**src/ddrpc_consts.svh**
```systemverilog
// Purpose: Shared constants of the double-rate pin cell.
// Assumes: Included by its bare name from each file that uses its constants.
// Notes:   Definitions only; no logic lives here.
`ifndef DDRPC_CONSTS_SVH
`define DDRPC_CONSTS_SVH

// Bit positions inside the four-bit input inversion mask.
`define DDRPC_INV_DATA 0
`define DDRPC_INV_CLOCK 1
`define DDRPC_INV_CE 2
`define DDRPC_INV_CLR 3
`define DDRPC_INV_W 4

// Clock rates and the highest memory link rate the cell is built for.
`define DDRPC_CLK_MHZ 25
`define DDRPC_MEM_CLK_MAX_MHZ 200
`define DDRPC_PIN_RATE_MBPS 400
`define DDRPC_BITS_PER_PERIOD (`DDRPC_PIN_RATE_MBPS / `DDRPC_MEM_CLK_MAX_MHZ)

// Reference clock cycles the strobe phase reference needs to settle.
`define DDRPC_SETTLE_CYCLES 256

// Default byte-lane width of one strobe group.
`define DDRPC_GROUP_W 8

// Reset values of the cell registers.
`define DDRPC_RST_BIT 1'b0
`define DDRPC_OE_OFF 1'b0

`endif

```
**src/ddrpc_pkg.sv**
```systemverilog
// Purpose: Types shared by the double-rate pin cell modules.
// Assumes: Nothing beyond SystemVerilog packages.
// Notes:   Constants live in ddrpc_consts.svh; only types live here.
package ddrpc_pkg;

    // Operating mode of the pin cell.
    typedef enum logic [1:0] {mode_in, mode_out, mode_bidir} ddrpc_mode_t;

    // States of the strobe phase reference.
    typedef enum logic [1:0] {ref_idle, ref_count, ref_locked} ddrpc_ref_state_t;

endpackage

```
**src/ddrpc_ref_if.sv**
```systemverilog
// Purpose: Carries start, reference ticks and lock between cell and phase reference.
// Assumes: All three signals live in the clk domain.
// Notes:   The cell drives start and ref_tick; the reference drives locked.
interface ddrpc_ref_if;
    logic start;     // Level: run the reference while high.
    logic ref_tick;  // Pulse: one reference clock edge was seen.
    logic locked;    // Level: the delay setting has settled.

    modport cell_side (output start, output ref_tick, input locked);
    modport ref_side (input start, input ref_tick, output locked);
endinterface

```
**src/ddrpc_sync.sv**
```systemverilog
// Purpose: Two-flop synchroniser for levels entering from outside clk.
// Assumes: Each bit is an independent level; no bus coherence is promised.
// Notes:   Only the second flop is visible to the rest of the design.
module ddrpc_sync #(
    parameter int W = 1
) (
    // Clock and reset.
    input wire logic clk,
    input wire logic rstn,
    // Asynchronous levels in, synchronised levels out.
    input wire logic [W-1:0] d,
    output logic [W-1:0] q
);

    logic [W-1:0] meta_q; // First stage; read by the second stage alone.

    // The two stages shift together; reset clears both.
    always_ff @(posedge clk or negedge rstn) begin
        if (!rstn) begin
            meta_q <= '0;
            q <= '0;
        end else begin
            meta_q <= d;
            q <= meta_q;
        end
    end

endmodule

```
**src/ddrpc_phase_ref.sv**
```systemverilog
// Purpose: Strobe phase reference model that settles after a fixed tick count.
// Assumes: ref_tick marks one rising edge of the reference clock.
// Notes:   Dropping start returns the reference to idle and clears the lock.
`include "ddrpc_consts.svh"
module ddrpc_phase_ref import ddrpc_pkg::*; #(
    parameter int SETTLE = `DDRPC_SETTLE_CYCLES
) (
    // Clock and reset.
    input wire logic clk,
    input wire logic rstn,
    // Link to the pin cell.
    ddrpc_ref_if.ref_side ref_if
);

    localparam int CW = $clog2(SETTLE);
    localparam logic [CW-1:0] LAST = CW'(SETTLE - 1);

    ddrpc_ref_state_t state_q, state_d; // Reference state.
    logic [CW-1:0] cnt_q, cnt_d; // Reference ticks seen since start.
    logic locked_q; // Registered lock flag.

    assign ref_if.locked = locked_q;

    // Count reference ticks; lock on the last one of the settling window.
    always_comb begin
        state_d = state_q;
        cnt_d = cnt_q;
        case (state_q)
            ref_idle: begin
                cnt_d = '0;
                if (ref_if.start) begin
                    state_d = ref_count;
                end
            end
            ref_count: begin
                if (!ref_if.start) begin
                    state_d = ref_idle;
                end else if (ref_if.ref_tick) begin
                    if (cnt_q == LAST) begin
                        state_d = ref_locked;
                    end else begin
                        cnt_d = cnt_q + 1'b1;
                    end
                end
            end
            default: begin
                if (!ref_if.start) begin
                    state_d = ref_idle;
                end
            end
        endcase
    end

    // State, count and lock flag registers.
    always_ff @(posedge clk or negedge rstn) begin
        if (!rstn) begin
            state_q <= ref_idle;
            cnt_q <= '0;
            locked_q <= 1'b0;
        end else begin
            state_q <= state_d;
            cnt_q <= cnt_d;
            locked_q <= (state_d == ref_locked);
        end
    end
endmodule

```
**src/ddrpc_pin_cell.sv**
```systemverilog
// Purpose: Double-rate pin cell lane: input capture, output mux, output enable.
// Assumes: clk is far faster than the link clock, each link half period
//          spans at least two clk cycles, and pins meet the sync flops.
// Notes:   The link clock and strobe are sampled, not used as clocks.
//
// Notes on behaviour
// - Two input registers capture on opposite edges.
// - Latch aligns both input bits to rising edge.
// - Two output registers load on rising edge.
// - Clock level selects output register, double rate.
// - First bit high phase, second bit low.
// - Bidirectional mode shares one tri-state driver.
// - Falling-edge enable register for memory bus.
// - Enable active high, option for active low.
// - Data, clocks, clock enables, clear have inversion options.
// - Output clock enable defaults asserted, loads.
// - Deasserted output enable holds output registers.
// - Six registers plus one input latch.
// - Strobe capture only on data pins.
// - Strobe bus output only on strobe pins.
// - Groups of 8, 16 or 32 data pins.
// - Side banks ignore strobe, use link clock.
// - 200 MHz link gives two bits per period.
// - Enable and output registers share clock, enable.
// - Reference settles in 256 cycles before valid data.
`include "ddrpc_consts.svh"
module ddrpc_pin_cell import ddrpc_pkg::*; #(
    parameter int W = `DDRPC_GROUP_W,
    parameter bit IS_DQ_PIN = 1'b1,
    parameter bit IS_DQS_PIN = 1'b0,
    parameter bit HAS_PHASE_SHIFT = 1'b1,
    parameter bit HAS_OUT_CE = 1'b0,
    parameter int SETTLE = `DDRPC_SETTLE_CYCLES
) (
    // Clock and reset.
    input wire logic clk,
    input wire logic rstn,
    // Configuration levels.
    input wire ddrpc_mode_t cfg_mode,
    input wire logic [`DDRPC_INV_W-1:0] cfg_invert,
    input wire logic cfg_oe_active_low,
    input wire logic cfg_neg_oe,
    input wire logic cfg_use_strobe,
    input wire logic cfg_side_bank,
    // Fabric side controls and data.
    input wire logic [W-1:0] dout_a,
    input wire logic [W-1:0] dout_b,
    input wire logic oe_req,
    input wire logic ce_in,
    input wire logic ce_out,
    input wire logic sclr,
    input wire logic ref_start,
    // Fabric side results.
    output logic [W-1:0] din_hi,
    output logic [W-1:0] din_lo,
    output logic din_valid,
    output logic ref_locked,
    // Link side pins.
    input wire logic mem_clk,
    input wire logic dqs_in,
    input wire logic [W-1:0] pin_in,
    output logic [W-1:0] pin_out,
    output logic pin_oe,
    output logic strobe_bus
);

    // ************************************************************
    // Pin synchronisation and input conditioning
    // ************************************************************

    localparam int BITS = `DDRPC_BITS_PER_PERIOD; // Bits per pin per link period.
    localparam bit GROUP_OK = (W == 8) || (W == 16) || (W == 32);

    logic [W+1:0] pins_s; // Strobe, link clock and data after two flops.
    logic [W-1:0] pin_d; // Conditioned pin data.
    logic clk_lvl; // Conditioned link clock level.
    logic dqs_lvl; // Conditioned strobe level.
    logic strobe_ok; // Strobe may clock the input registers.
    logic cap_lvl; // Level of whichever clock captures input data.
    logic cap_prev_q; // Capture clock level one cycle ago.
    logic lk_prev_q; // Link clock level one cycle ago.
    logic cap_rise, cap_fall, lk_rise, lk_fall; // Detected edges.
    logic ce_i, ce_o, clr; // Conditioned enables and clear.
    logic in_act, out_act; // Mode decodes.
    logic data_ok; // Captured data may be trusted.
    logic [W-1:0] dout_a_d, dout_b_d; // Conditioned fabric words.
    logic oe_eff; // Enable request at the cell's internal polarity.

    // Data, clock and strobe are synchronised together so their relative
    // timing survives; the design relies on that skew being one clk cycle.
    ddrpc_sync #(.W(W + 2)) u_sync (
        .clk(clk),
        .rstn(rstn),
        .d({dqs_in, mem_clk, pin_in}),
        .q(pins_s)
    );

    // Data, clocks, clock enable and clear pass their inversion options; oe_req and ref_start do not.
    assign pin_d = pins_s[W-1:0] ^ {W{cfg_invert[`DDRPC_INV_DATA]}};
    assign clk_lvl = pins_s[W] ^ cfg_invert[`DDRPC_INV_CLOCK];
    assign dqs_lvl = pins_s[W+1] ^ cfg_invert[`DDRPC_INV_CLOCK];
    assign dout_a_d = dout_a ^ {W{cfg_invert[`DDRPC_INV_DATA]}};
    assign dout_b_d = dout_b ^ {W{cfg_invert[`DDRPC_INV_DATA]}};
    assign ce_i = ce_in ^ cfg_invert[`DDRPC_INV_CE];
    assign clr = sclr ^ cfg_invert[`DDRPC_INV_CLR];

    // Without the optional output enable the output registers load on every link rise outside input mode.
    assign ce_o = HAS_OUT_CE ? (ce_out ^ cfg_invert[`DDRPC_INV_CE]) : 1'b1;

    // The strobe clocks capture only on data pins of a bank with phase
    // shift; a side bank drops the strobe and uses the link clock.
    assign strobe_ok = cfg_use_strobe && IS_DQ_PIN && HAS_PHASE_SHIFT && !cfg_side_bank;
    assign cap_lvl = strobe_ok ? dqs_lvl : clk_lvl;

    // Edge detection compares the settled level with its last value.
    assign cap_rise = cap_lvl && !cap_prev_q;
    assign cap_fall = !cap_lvl && cap_prev_q;
    assign lk_rise = clk_lvl && !lk_prev_q;
    assign lk_fall = !clk_lvl && lk_prev_q;

    assign in_act = (cfg_mode != mode_out);
    assign out_act = (cfg_mode != mode_in);
    assign oe_eff = oe_req ^ cfg_oe_active_low;

    // Data captured through the strobe is only good once the reference
    // has settled; the link clock path needs no settling.
    assign data_ok = !strobe_ok || ref_locked;

    // Previous levels for edge detection.
    always_ff @(posedge clk or negedge rstn) begin
        if (!rstn) begin
            cap_prev_q <= `DDRPC_RST_BIT;
            lk_prev_q <= `DDRPC_RST_BIT;
        end else begin
            cap_prev_q <= cap_lvl;
            lk_prev_q <= clk_lvl;
        end
    end

    // ************************************************************
    // Strobe phase reference
    // ************************************************************

    ddrpc_ref_if ref_bus ();

    assign ref_bus.start = ref_start;
    assign ref_bus.ref_tick = lk_rise;

    ddrpc_phase_ref #(.SETTLE(SETTLE)) u_ref (
        .clk(clk),
        .rstn(rstn),
        .ref_if(ref_bus)
    );

    // ************************************************************
    // Double-rate input path
    // ************************************************************

    logic [W-1:0] in_pos_q; // Input register on the rising edge.
    logic [W-1:0] in_neg_q; // Input register on the falling edge.
    logic [W-1:0] latch_q; // Latch, open while the capture clock is high.
    logic cap_en; // Input registers may load.

    assign cap_en = in_act && ce_i && !clr;

    // Successive bits fall into alternate registers on opposite edges.
    always_ff @(posedge clk or negedge rstn) begin
        if (!rstn) begin
            in_pos_q <= '0;
            in_neg_q <= '0;
        end else if (clr) begin
            in_pos_q <= '0;
            in_neg_q <= '0;
        end else if (cap_en && cap_rise) begin
            in_pos_q <= pin_d;
        end else if (cap_en && cap_fall) begin
            in_neg_q <= pin_d;
        end
    end

    // The latch follows the rising-edge register through the high phase
    // and holds through the low phase, so the first bit is still there
    // when the next rising edge also picks up the second bit.
    always_ff @(posedge clk or negedge rstn) begin
        if (!rstn) begin
            latch_q <= '0;
        end else if (clr) begin
            latch_q <= '0;
        end else if (cap_lvl && !cap_rise) begin
            latch_q <= in_pos_q;
        end
    end

    // Both bits of one period leave together on the next rising edge;
    // BITS words per period reach the fabric in parallel.
    always_ff @(posedge clk or negedge rstn) begin
        if (!rstn) begin
            din_hi <= '0;
            din_lo <= '0;
            din_valid <= 1'b0;
        end else begin
            din_valid <= cap_en && cap_rise && data_ok && (BITS == 2);
            if (clr) begin
                din_hi <= '0;
                din_lo <= '0;
            end else if (cap_en && cap_rise) begin
                din_hi <= latch_q;
                din_lo <= in_neg_q;
            end
        end
    end

    // ************************************************************
    // Double-rate output path and output enable
    // ************************************************************

    logic [W-1:0] out_a_q, out_b_q; // Output registers, first and second bit.
    logic [W-1:0] out_a_n, out_b_n; // Their values after this cycle.
    logic oe_pos_q; // Output enable register on the rising edge.
    logic oe_neg_q; // Output enable register on the falling edge.
    logic oe_sel; // Enable register chosen by configuration.
    logic out_load; // Output registers load this cycle.

    // Both output registers load on the link's rising edge while enabled.
    assign out_load = lk_rise && ce_o && out_act;
    assign out_a_n = clr ? '0 : (out_load ? dout_a_d : out_a_q);
    assign out_b_n = clr ? '0 : (out_load ? dout_b_d : out_b_q);
    assign oe_sel = cfg_neg_oe ? oe_neg_q : oe_pos_q;

    // The two output registers: first bit and second bit.
    always_ff @(posedge clk or negedge rstn) begin
        if (!rstn) begin
            out_a_q <= '0;
            out_b_q <= '0;
        end else begin
            out_a_q <= out_a_n;
            out_b_q <= out_b_n;
        end
    end

    // The rising-edge enable register runs from the same clock edge as the output
    // registers, and both share their clock enable. The falling-edge copy keeps
    // the driver off until the falling edge after the request.
    always_ff @(posedge clk or negedge rstn) begin
        if (!rstn) begin
            oe_pos_q <= `DDRPC_OE_OFF;
            oe_neg_q <= `DDRPC_OE_OFF;
        end else if (clr) begin
            oe_pos_q <= `DDRPC_OE_OFF;
            oe_neg_q <= `DDRPC_OE_OFF;
        end else if (lk_rise && ce_o) begin
            oe_pos_q <= oe_eff;
        end else if (lk_fall && ce_o) begin
            oe_neg_q <= oe_eff;
        end
    end

    // The link clock level picks the register: first bit while high,
    // second while low, so the pin toggles at twice the word rate. The
    // pin lags the link clock by the sync and this flop, a known skew.
    always_ff @(posedge clk or negedge rstn) begin
        if (!rstn) begin
            pin_out <= '0;
            pin_oe <= `DDRPC_OE_OFF;
            strobe_bus <= 1'b0;
            ref_locked <= 1'b0;
        end else begin
            pin_out <= clk_lvl ? out_a_n : out_b_n;
            pin_oe <= out_act && oe_sel;
            strobe_bus <= IS_DQS_PIN && dqs_lvl;
            ref_locked <= ref_bus.locked;
        end
    end
endmodule

```
**config.mk**
```make
export PLATFORM = sky130hd
export DESIGN_NAME = ddrpc_pin_cell
export DESIGN_NICKNAME = d
export VERILOG_FILES = /design/src/ddrpc_pkg.sv /design/src/ddrpc_ref_if.sv /design/src/ddrpc_sync.sv /design/src/ddrpc_phase_ref.sv /design/src/ddrpc_pin_cell.sv
export VERILOG_INCLUDE_DIRS = /design/src
export SDC_FILE = /design/constraint.sdc
export NUM_CORES = 1
export LEC_CHECK = 0
export ABC_AREA = 1
export ABC_CLOCK_PERIOD_IN_PS = 1300
export CORE_AREA = 10 10 125 127
export DETAILED_ROUTE_END_ITERATION = 16
export DIE_AREA = 0 0 135 137
export DONT_BUFFER_PORTS = 1
export GPL_TIMING_DRIVEN = 0
export PLACE_DENSITY = 0.52
export SLEW_MARGIN = 30
export SYNTH_ARGS = -nofsm -noshare
export SYNTH_HDL_FRONTEND = slang
export SYNTH_SLANG_ARGS = --single-unit
export TNS_END_PERCENT = 100
```
**constraint.sdc**
```tcl
create_clock -name clk -period 1.3 [get_ports clk]
set_input_delay 0.065 -clock clk [delete_from_list [all_inputs] [get_ports clk]]
set_output_delay 0.065 -clock clk [all_outputs]
set_load 0.03 [all_outputs]
```
# == Word level (Yosys, flattened, before mapping) ==
# Index checks and enable logic that the tools add are counted.
# W data, S select, Z words.
# totals
latch_bits,0
romBits,0
in_bits,43
ram_bits,0
mem_count,0
regBits,102
# classes
multipliers,0
magnitude_cmp,0
eq_ne,9
n_reduce_logical,33
bitwise_logic,8
shifts,0
n_addsub,1
div_mod_pow,0
n_mux,33
# ops
cell,count
$mux W8,19
$xor A8 B8 Y8,3
$pmux W8 S2,1
$reduce_bool A2 Y1,7
$logic_and A1 B1 Y1,13
$mux W2,5
$add A8 B1 Y8 const B,1
$eq A8 B8 Y1 const B,1
$logic_not A1 Y1,8
$ne A2 B2 Y1 const B,4
$mux W1,7
$xor A1 B1 Y1,5
$ne A2 B1 Y1 const B,2
$pmux W2 S2,1
$reduce_and A2 Y1,2
$reduce_and A4 Y1,1
$eq A2 B1 Y1 const B,1
$eq A2 B2 Y1 const B,1
$logic_not A2 Y1,1
$logic_or A1 B1 Y1,1

# == Depth between registers and ports, before layout ==
# depth
depth_word,9
ltp_mapped,9

# == Hierarchy ==
# From an unflattened synthesis, not the netlist that was laid out.
# hier_totals
hier_cells,522
area_unflattened_um2,4588.2
# modules_own_cells
module,n_inst,area_each_um2,cells_each,seq_area_each_um2
ddrpc_pin_cell,1,3422.0,405,1776.7
ddrpc_phase_ref,1,665.6,97,275.3
ddrpc_sync,1,500.5,20,500.5

# == Least setup slack after synthesis ==
# OpenSTA, ideal clock, no wires.
# synth_path
path_kind,register -> register
start,reg u_ref.cnt_q[0]
end,reg u_ref.cnt_q[7]
period_less_slack_ps,1333
stages_incl_launch_ff,9
setup_time_ps,121
path_slack_ps,-33
arrival_ps,1212
path_cell_list,dfrtp_1 -> ha_1 -> nand3_1 -> inv_1 -> nand2_1 -> nand3_1 -> buf_2 -> nand2_1 -> o21ai_1
# synth_between
elab_chain_cells,5
elab_cells_between_ends,8
cone_classes,1 x add/sub; 2 x eq/ne; 4 x mux; 1 x reduce/logical
# synth_lines
element,line_no,rtl
"start, declared",ddrpc_phase_ref.sv:19,"logic [CW-1:0] cnt_q, cnt_d;"
"start signal, assigned",ddrpc_phase_ref.sv:62,cnt_q <= cnt_d;
$add A8 B1 Y8,ddrpc_phase_ref.sv:42,cnt_d = cnt_q + 1'b1;
$mux W8,ddrpc_phase_ref.sv:39,if (cnt_q == LAST) begin
$mux W8,ddrpc_phase_ref.sv:38,end else if (ref_if.ref_tick) begin
$mux W8,ddrpc_phase_ref.sv:36,if (!ref_if.start) begin
$pmux W8 S2,ddrpc_phase_ref.sv:28,case (state_q)
# Parallel ways exist; a longest one is shown, timed or not. The select of a mux whose other input is x is not followed.
# A chain may end at the register's enable or synchronous reset.

# == Final worst setup path ==
# layout_path
start,reg u_sync.q[8]
end,reg in_neg_q[4]
# layout_between
elab_chain_cells,7
elab_cells_between_ends,10
cone_classes,1 x eq/ne; 1 x mux; 1 x bitwise; 7 x reduce/logical
# layout_lines
element,line_no,rtl
"start, declared",ddrpc_sync.sv:12,output logic [W-1:0] q
"start signal, assigned",ddrpc_sync.sv:24,q <= meta_q;
$xor A1 B1 Y1 (*),ddrpc_pin_cell.sv:100,assign clk_lvl = pins_s[W] ^ cfg_invert[`DDRPC_INV_CLOCK];
$mux W1 (*),ddrpc_pin_cell.sv:113,assign cap_lvl = strobe_ok ? dqs_lvl : clk_lvl;
$logic_not A1 Y1,ddrpc_pin_cell.sv:117,assign cap_fall = !cap_lvl && cap_prev_q;
$logic_and A1 B1 Y1,ddrpc_pin_cell.sv:117,
$logic_and A1 B1 Y1,ddrpc_pin_cell.sv:176,end else if (cap_en && cap_fall) begin
$reduce_bool A2 Y1 (no line),n/a,
$reduce_and A2 Y1 (no line) (*),n/a,
"end signal, assigned",ddrpc_pin_cell.sv:177,in_neg_q <= pin_d;
"end, declared",ddrpc_pin_cell.sv:160,logic [W-1:0] in_neg_q;
# Every way passes the cells marked *; elsewhere a longest branch is shown, timed or not.

==> summary.md <==
| Metric | Value |
|---|---|
| Status | `finished with violations` |
| Failing checks | `negative hold slack, negative setup slack` |
| Setup violators final | `57` |
| Lkg Pwr | `2.96 nW` |
| Fill count | `1244` |
| Power, Total | `~7.2 mW` |
| Crit-path slowest cell | `dfrtp_1` |
| Layout cells sized above 1 | `20.8%` |
| Synth cell types | `28` |
| Worst-path clk slew | `about 70 ps` |
| Synth area leaders | `dfrtp_1 56%, nand2_1 12%, nand3_1 11%` |
| Fin. Hold Viols | `102` |
| Mean post-synth cell area | `roughly 9 um^2` |
| Vias in the first global route | `roughly 3500` |
| Setup WS pre-CTS | `-229 ps` |
| Worst r2r src | `u_sync.q[8]$_DFF_PN0_` |
| Skew final | `10.1 ps` |
| Initial Utilization | `34.6%` |
| Core Region | `13100 um^2` |
| H-tree depth | `3` |
| First-pass GRT wire length | `18.6 mm` |
| # DRC | `0` |
| Logic pwr share | `14.1%` |
| WS Path Type | `flip-flop to flip-flop` |
| Critical path capture point type | `flip-flop` |
| # clock sinks | `102` |
| Slew @ Worst Pin | `just under 600 ps` |
| Worst hold slack | `-590 ps` |
| WL/cell | `15.4 um` |
| Sequential power share | `between 40 and 50%` |
| CTS max path bufs | `2` |
| Sw power | `1.98 mW` |
| Switching portion of total power | `27.4%` |
| CP Data Required Time | `1580 ps` |
| Antenna violation net count after detailed routing | `0` |
| Top FF cell, synth | `dfrtp_1` |
| Finished Layout Cells | `742` |
| Arr. time, crit path | `around 1700 ps` |
| Die area | `18500 um^2` |
| CTS tree | `done` |
| Syn_nets | `between 500 and 600` |
| Clock root buffer | `clkbuf_16` |
| Area leader, netlist | `dfrtp_1` |
| Clk pwr share | `between 30% and 40%` |
| Final setup margin | `-84.8 ps` |
| IO Pins | `71` |
| RR Endpoint | `in_neg_q[4]$_DFFE_PN0P_` |
| NumNets Final | `605` |
| Dpl cells | `681` |
| DRT Pass-1 Iters | `6` |
| 1st-iter DRT viols | `222` |
| Register area share after synthesis | `56.4%` |
| Async set or reset register ratio after synthesis | `between 90% and 100%` |
| Initial antenna violation count | `0` |
| Max FO, Critical Path | `8` |
| Crit-path cells | `nand2_1, nand2_4, buf_6, o21ai_4, buf_6, nand4_1, nand2_1` |
| Minimum clock period after layout | `around 1400 ps` |
| Vias | `3564` |
| Fmax | `0.722 GHz` |
| Clk_lat worst skew | `350 ps` |
| GPL Wtd Cong | `between 0.8 and 0.9` |
| Final wirelength | `11.4 mm` |
| Hold buffers post-CTS | `22` |
| Internal Power | `5.25 mW` |
| Seq cells post-synth | `a little over 100` |
| Total gr overflow | `0` |
| FP Rows | `42` |
| Final core area utilization | `44.5%` |
| Mapped Area | `4530 um^2` |
| Die width | `around 140 um` |
| Peak supply drop | `0.000588 V` |
| Placed Instance Area | `4760 um^2` |
| R2R depth | `7` |
| Synthesis-to-layout area growth | `28.6%` |
| Startpoint Class | `flip-flop` |
| # diodes | `0` |
| Worst stage delay on the critical path | `between 400 and 500 ps` |
| I/O Buffers | `0` |
| Total GRT Usage | `12.7%` |
| Unrepaired setup endpoints after global routing | `yes` |
| Post-route cell area | `5820 um^2` |
| Height of the die | `around 140 um` |
| Maxcap violations | `0` |
| Vias per std cell | `4.80` |
| Largest net degree at the start of global routing | `a little over 100` |
| Reg-to-reg setup timing slack | `-80 ps` |
| Hold Path Class | `input pin to async pin` |
| Top cell type's share of synthesized area | `56.4%` |
| Ys Warns | `0` |
| Crit share post-route | `107%` |
| Power Density | `1240 nW/um^2` |
| Num CTS Buffers | `9` |
| Max-slew violation count | `0` |
| Post-Synthesis Cells | `505` |
| EDFF count, synth | `0` |
| Post-DP HPWL | `7.67 mm` |
| Slew headroom | `60.5%` |
cells in the final DEF, fill, tap and decap left out, types with 4 or more instances in the layout:
cell / n
nand2_2: 8
nand2_1: 138
buf_8: 4
buf_4: 15
dlygate4sd3_1: 22
dfrtp_1: 102
nand2_4: 6
nor2_1: 8
clkinvlp_4: 4
nand4_1: 24
nand3_1: 78
nor2_4: 5
nand3_2: 19
buf_2: 7
buf_6: 11
xor2_1: 20
inv_2: 7
buf_1: 6
a21oi_1: 16
inv_1: 20
clkbuf_16: 11
state kept, by name (all words and copies together), names as in the netlist:
register             cells
din_valid                1
u_ref.state_q            2
cap_prev_q               1
out_a_q                  8
out_b_q                  8
pin_oe                   1
in_neg_q                 8
lk_prev_q                1
u_sync.q                10
u_sync.meta_q           10
oe_pos_q                 1
pin_out                  8
latch_q                  8
in_pos_q                 8
din_lo                   8
oe_neg_q                 1
ref_locked               1
din_hi                   8
u_ref.cnt_q              8
u_ref.ref_if.locked      1
synth_stat cells (4+ instances only):
cell type / n
a21oi_1: 19
nor2_2: 4
buf_4: 6
nand4_1: 24
inv_1: 22
nor2_1: 12
nand3_1: 98
xor2_1: 20
buf_2: 11
inv_2: 5
nand2_1: 149
buf_1: 6
o21ai_1: 5
dfrtp_1: 102
per-stage QoR:
| step | setup TNS [ps] | hold WS [ps] |
|---|---|---|
| after global routing | -7620 | -612 |
| after detailed placement | -9510 | -225 |
| after global placement | -8550 | -225 |
| after CTS | -2730 | -609 |
| final | -2470 | -590 |
| after floorplan | -82.1 | -231 |
power by group through the flow:
stage | logic (mW) | clock network [mW] | registers, mW
global route | 1.12 | 2.99 | 3.47
detailed placement | 0.702 | 0 | 3.51
floorplan | 0.540 | 0 | 3.49
global placement | 0.693 | 0 | 3.51
CTS | 0.916 | 2.85 | 3.45
finish | 1.02 | 2.76 | 3.46
critical path, delay by kind of cell, from the launching register on:
kind	cells	cell delay, ps
compound gates	1	210
buf+inv	2	300
flops	1	410
simple gates	4	410
kinds of logic (layout without fill, tap and decap cells):
kind of cell	after synthesis	after routing	synth area share (%)
XOR/XNOR	23	23	4.61
AO/OA/AOI/OAI	28	28	3.59
AND/OR/NAND/NOR	296	296	29.6
adder cells (fa/ha/maj)	1	1	0.276
other	1	1	0.0828
buffers and inverters	54	115	5.44
flip-flops	102	102	56.4
worst max path at each step:
stage	startpoint	end	slack [ps]	cells past startpoint
global route	u_sync.q[8]$_DFF_PN0_	din_lo[6]$_DFFE_PN0P_	-160	8
detailed placement	lk_prev_q$_DFF_PN0_	u_ref.cnt_q[6]$_DFFE_PN0P_	-230	8
CTS	u_sync.q[8]$_DFF_PN0_	in_neg_q[4]$_DFFE_PN0P_	-90	7
finish	u_sync.q[8]$_DFF_PN0_	in_neg_q[4]$_DFFE_PN0P_	-80	7
floorplan	u_sync.q[8]$_DFF_PN0_	din_hi[0]$_DFFE_PN0P_	-8	7
global placement	lk_prev_q$_DFF_PN0_	u_ref.cnt_q[6]$_DFFE_PN0P_	-200	8
repair_timing:
| action | in CTS | in global routing |
|---|---|---|
| gates resized for setup | 49 | 29 |
| pin swaps | 18 | 21 |
| cloned | 1 | 3 |
| hold endpoints to repair | 125 | 102 |
| buffers inserted | 15 | 4 |
| setup endpoints to repair | 68 | 76 |
routing by layer:
metal  up-vias  share of wire, %  global-route usage (%)
met5         -                 0                       0
met4         0               1.6                    4.37
met3        12               6.1                    4.73
met2        67                46                    19.2
met1      1720                46                    16.2
li1       1765                 -                       -
cell type report:
| class | instances | area, um^2 | area share [%] |
|---|---|---|---|
| Clock buffer | 9 | 225 | 3.87 |
| Tap cell | 176 | 220 | 3.78 |
| Timing Repair Buffer | 45 | 464 | 7.97 |
| Inverter | 27 | 101 | 1.74 |
| Clock inverter | 7 | 80.1 | 1.37 |
| Buffer | 27 | 206 | 3.54 |
| Multi-Input combinational cell | 349 | 1970 | 33.9 |
| Sequential cell | 102 | 2550 | 43.8 |
Power figures use the tool's default switching activity.
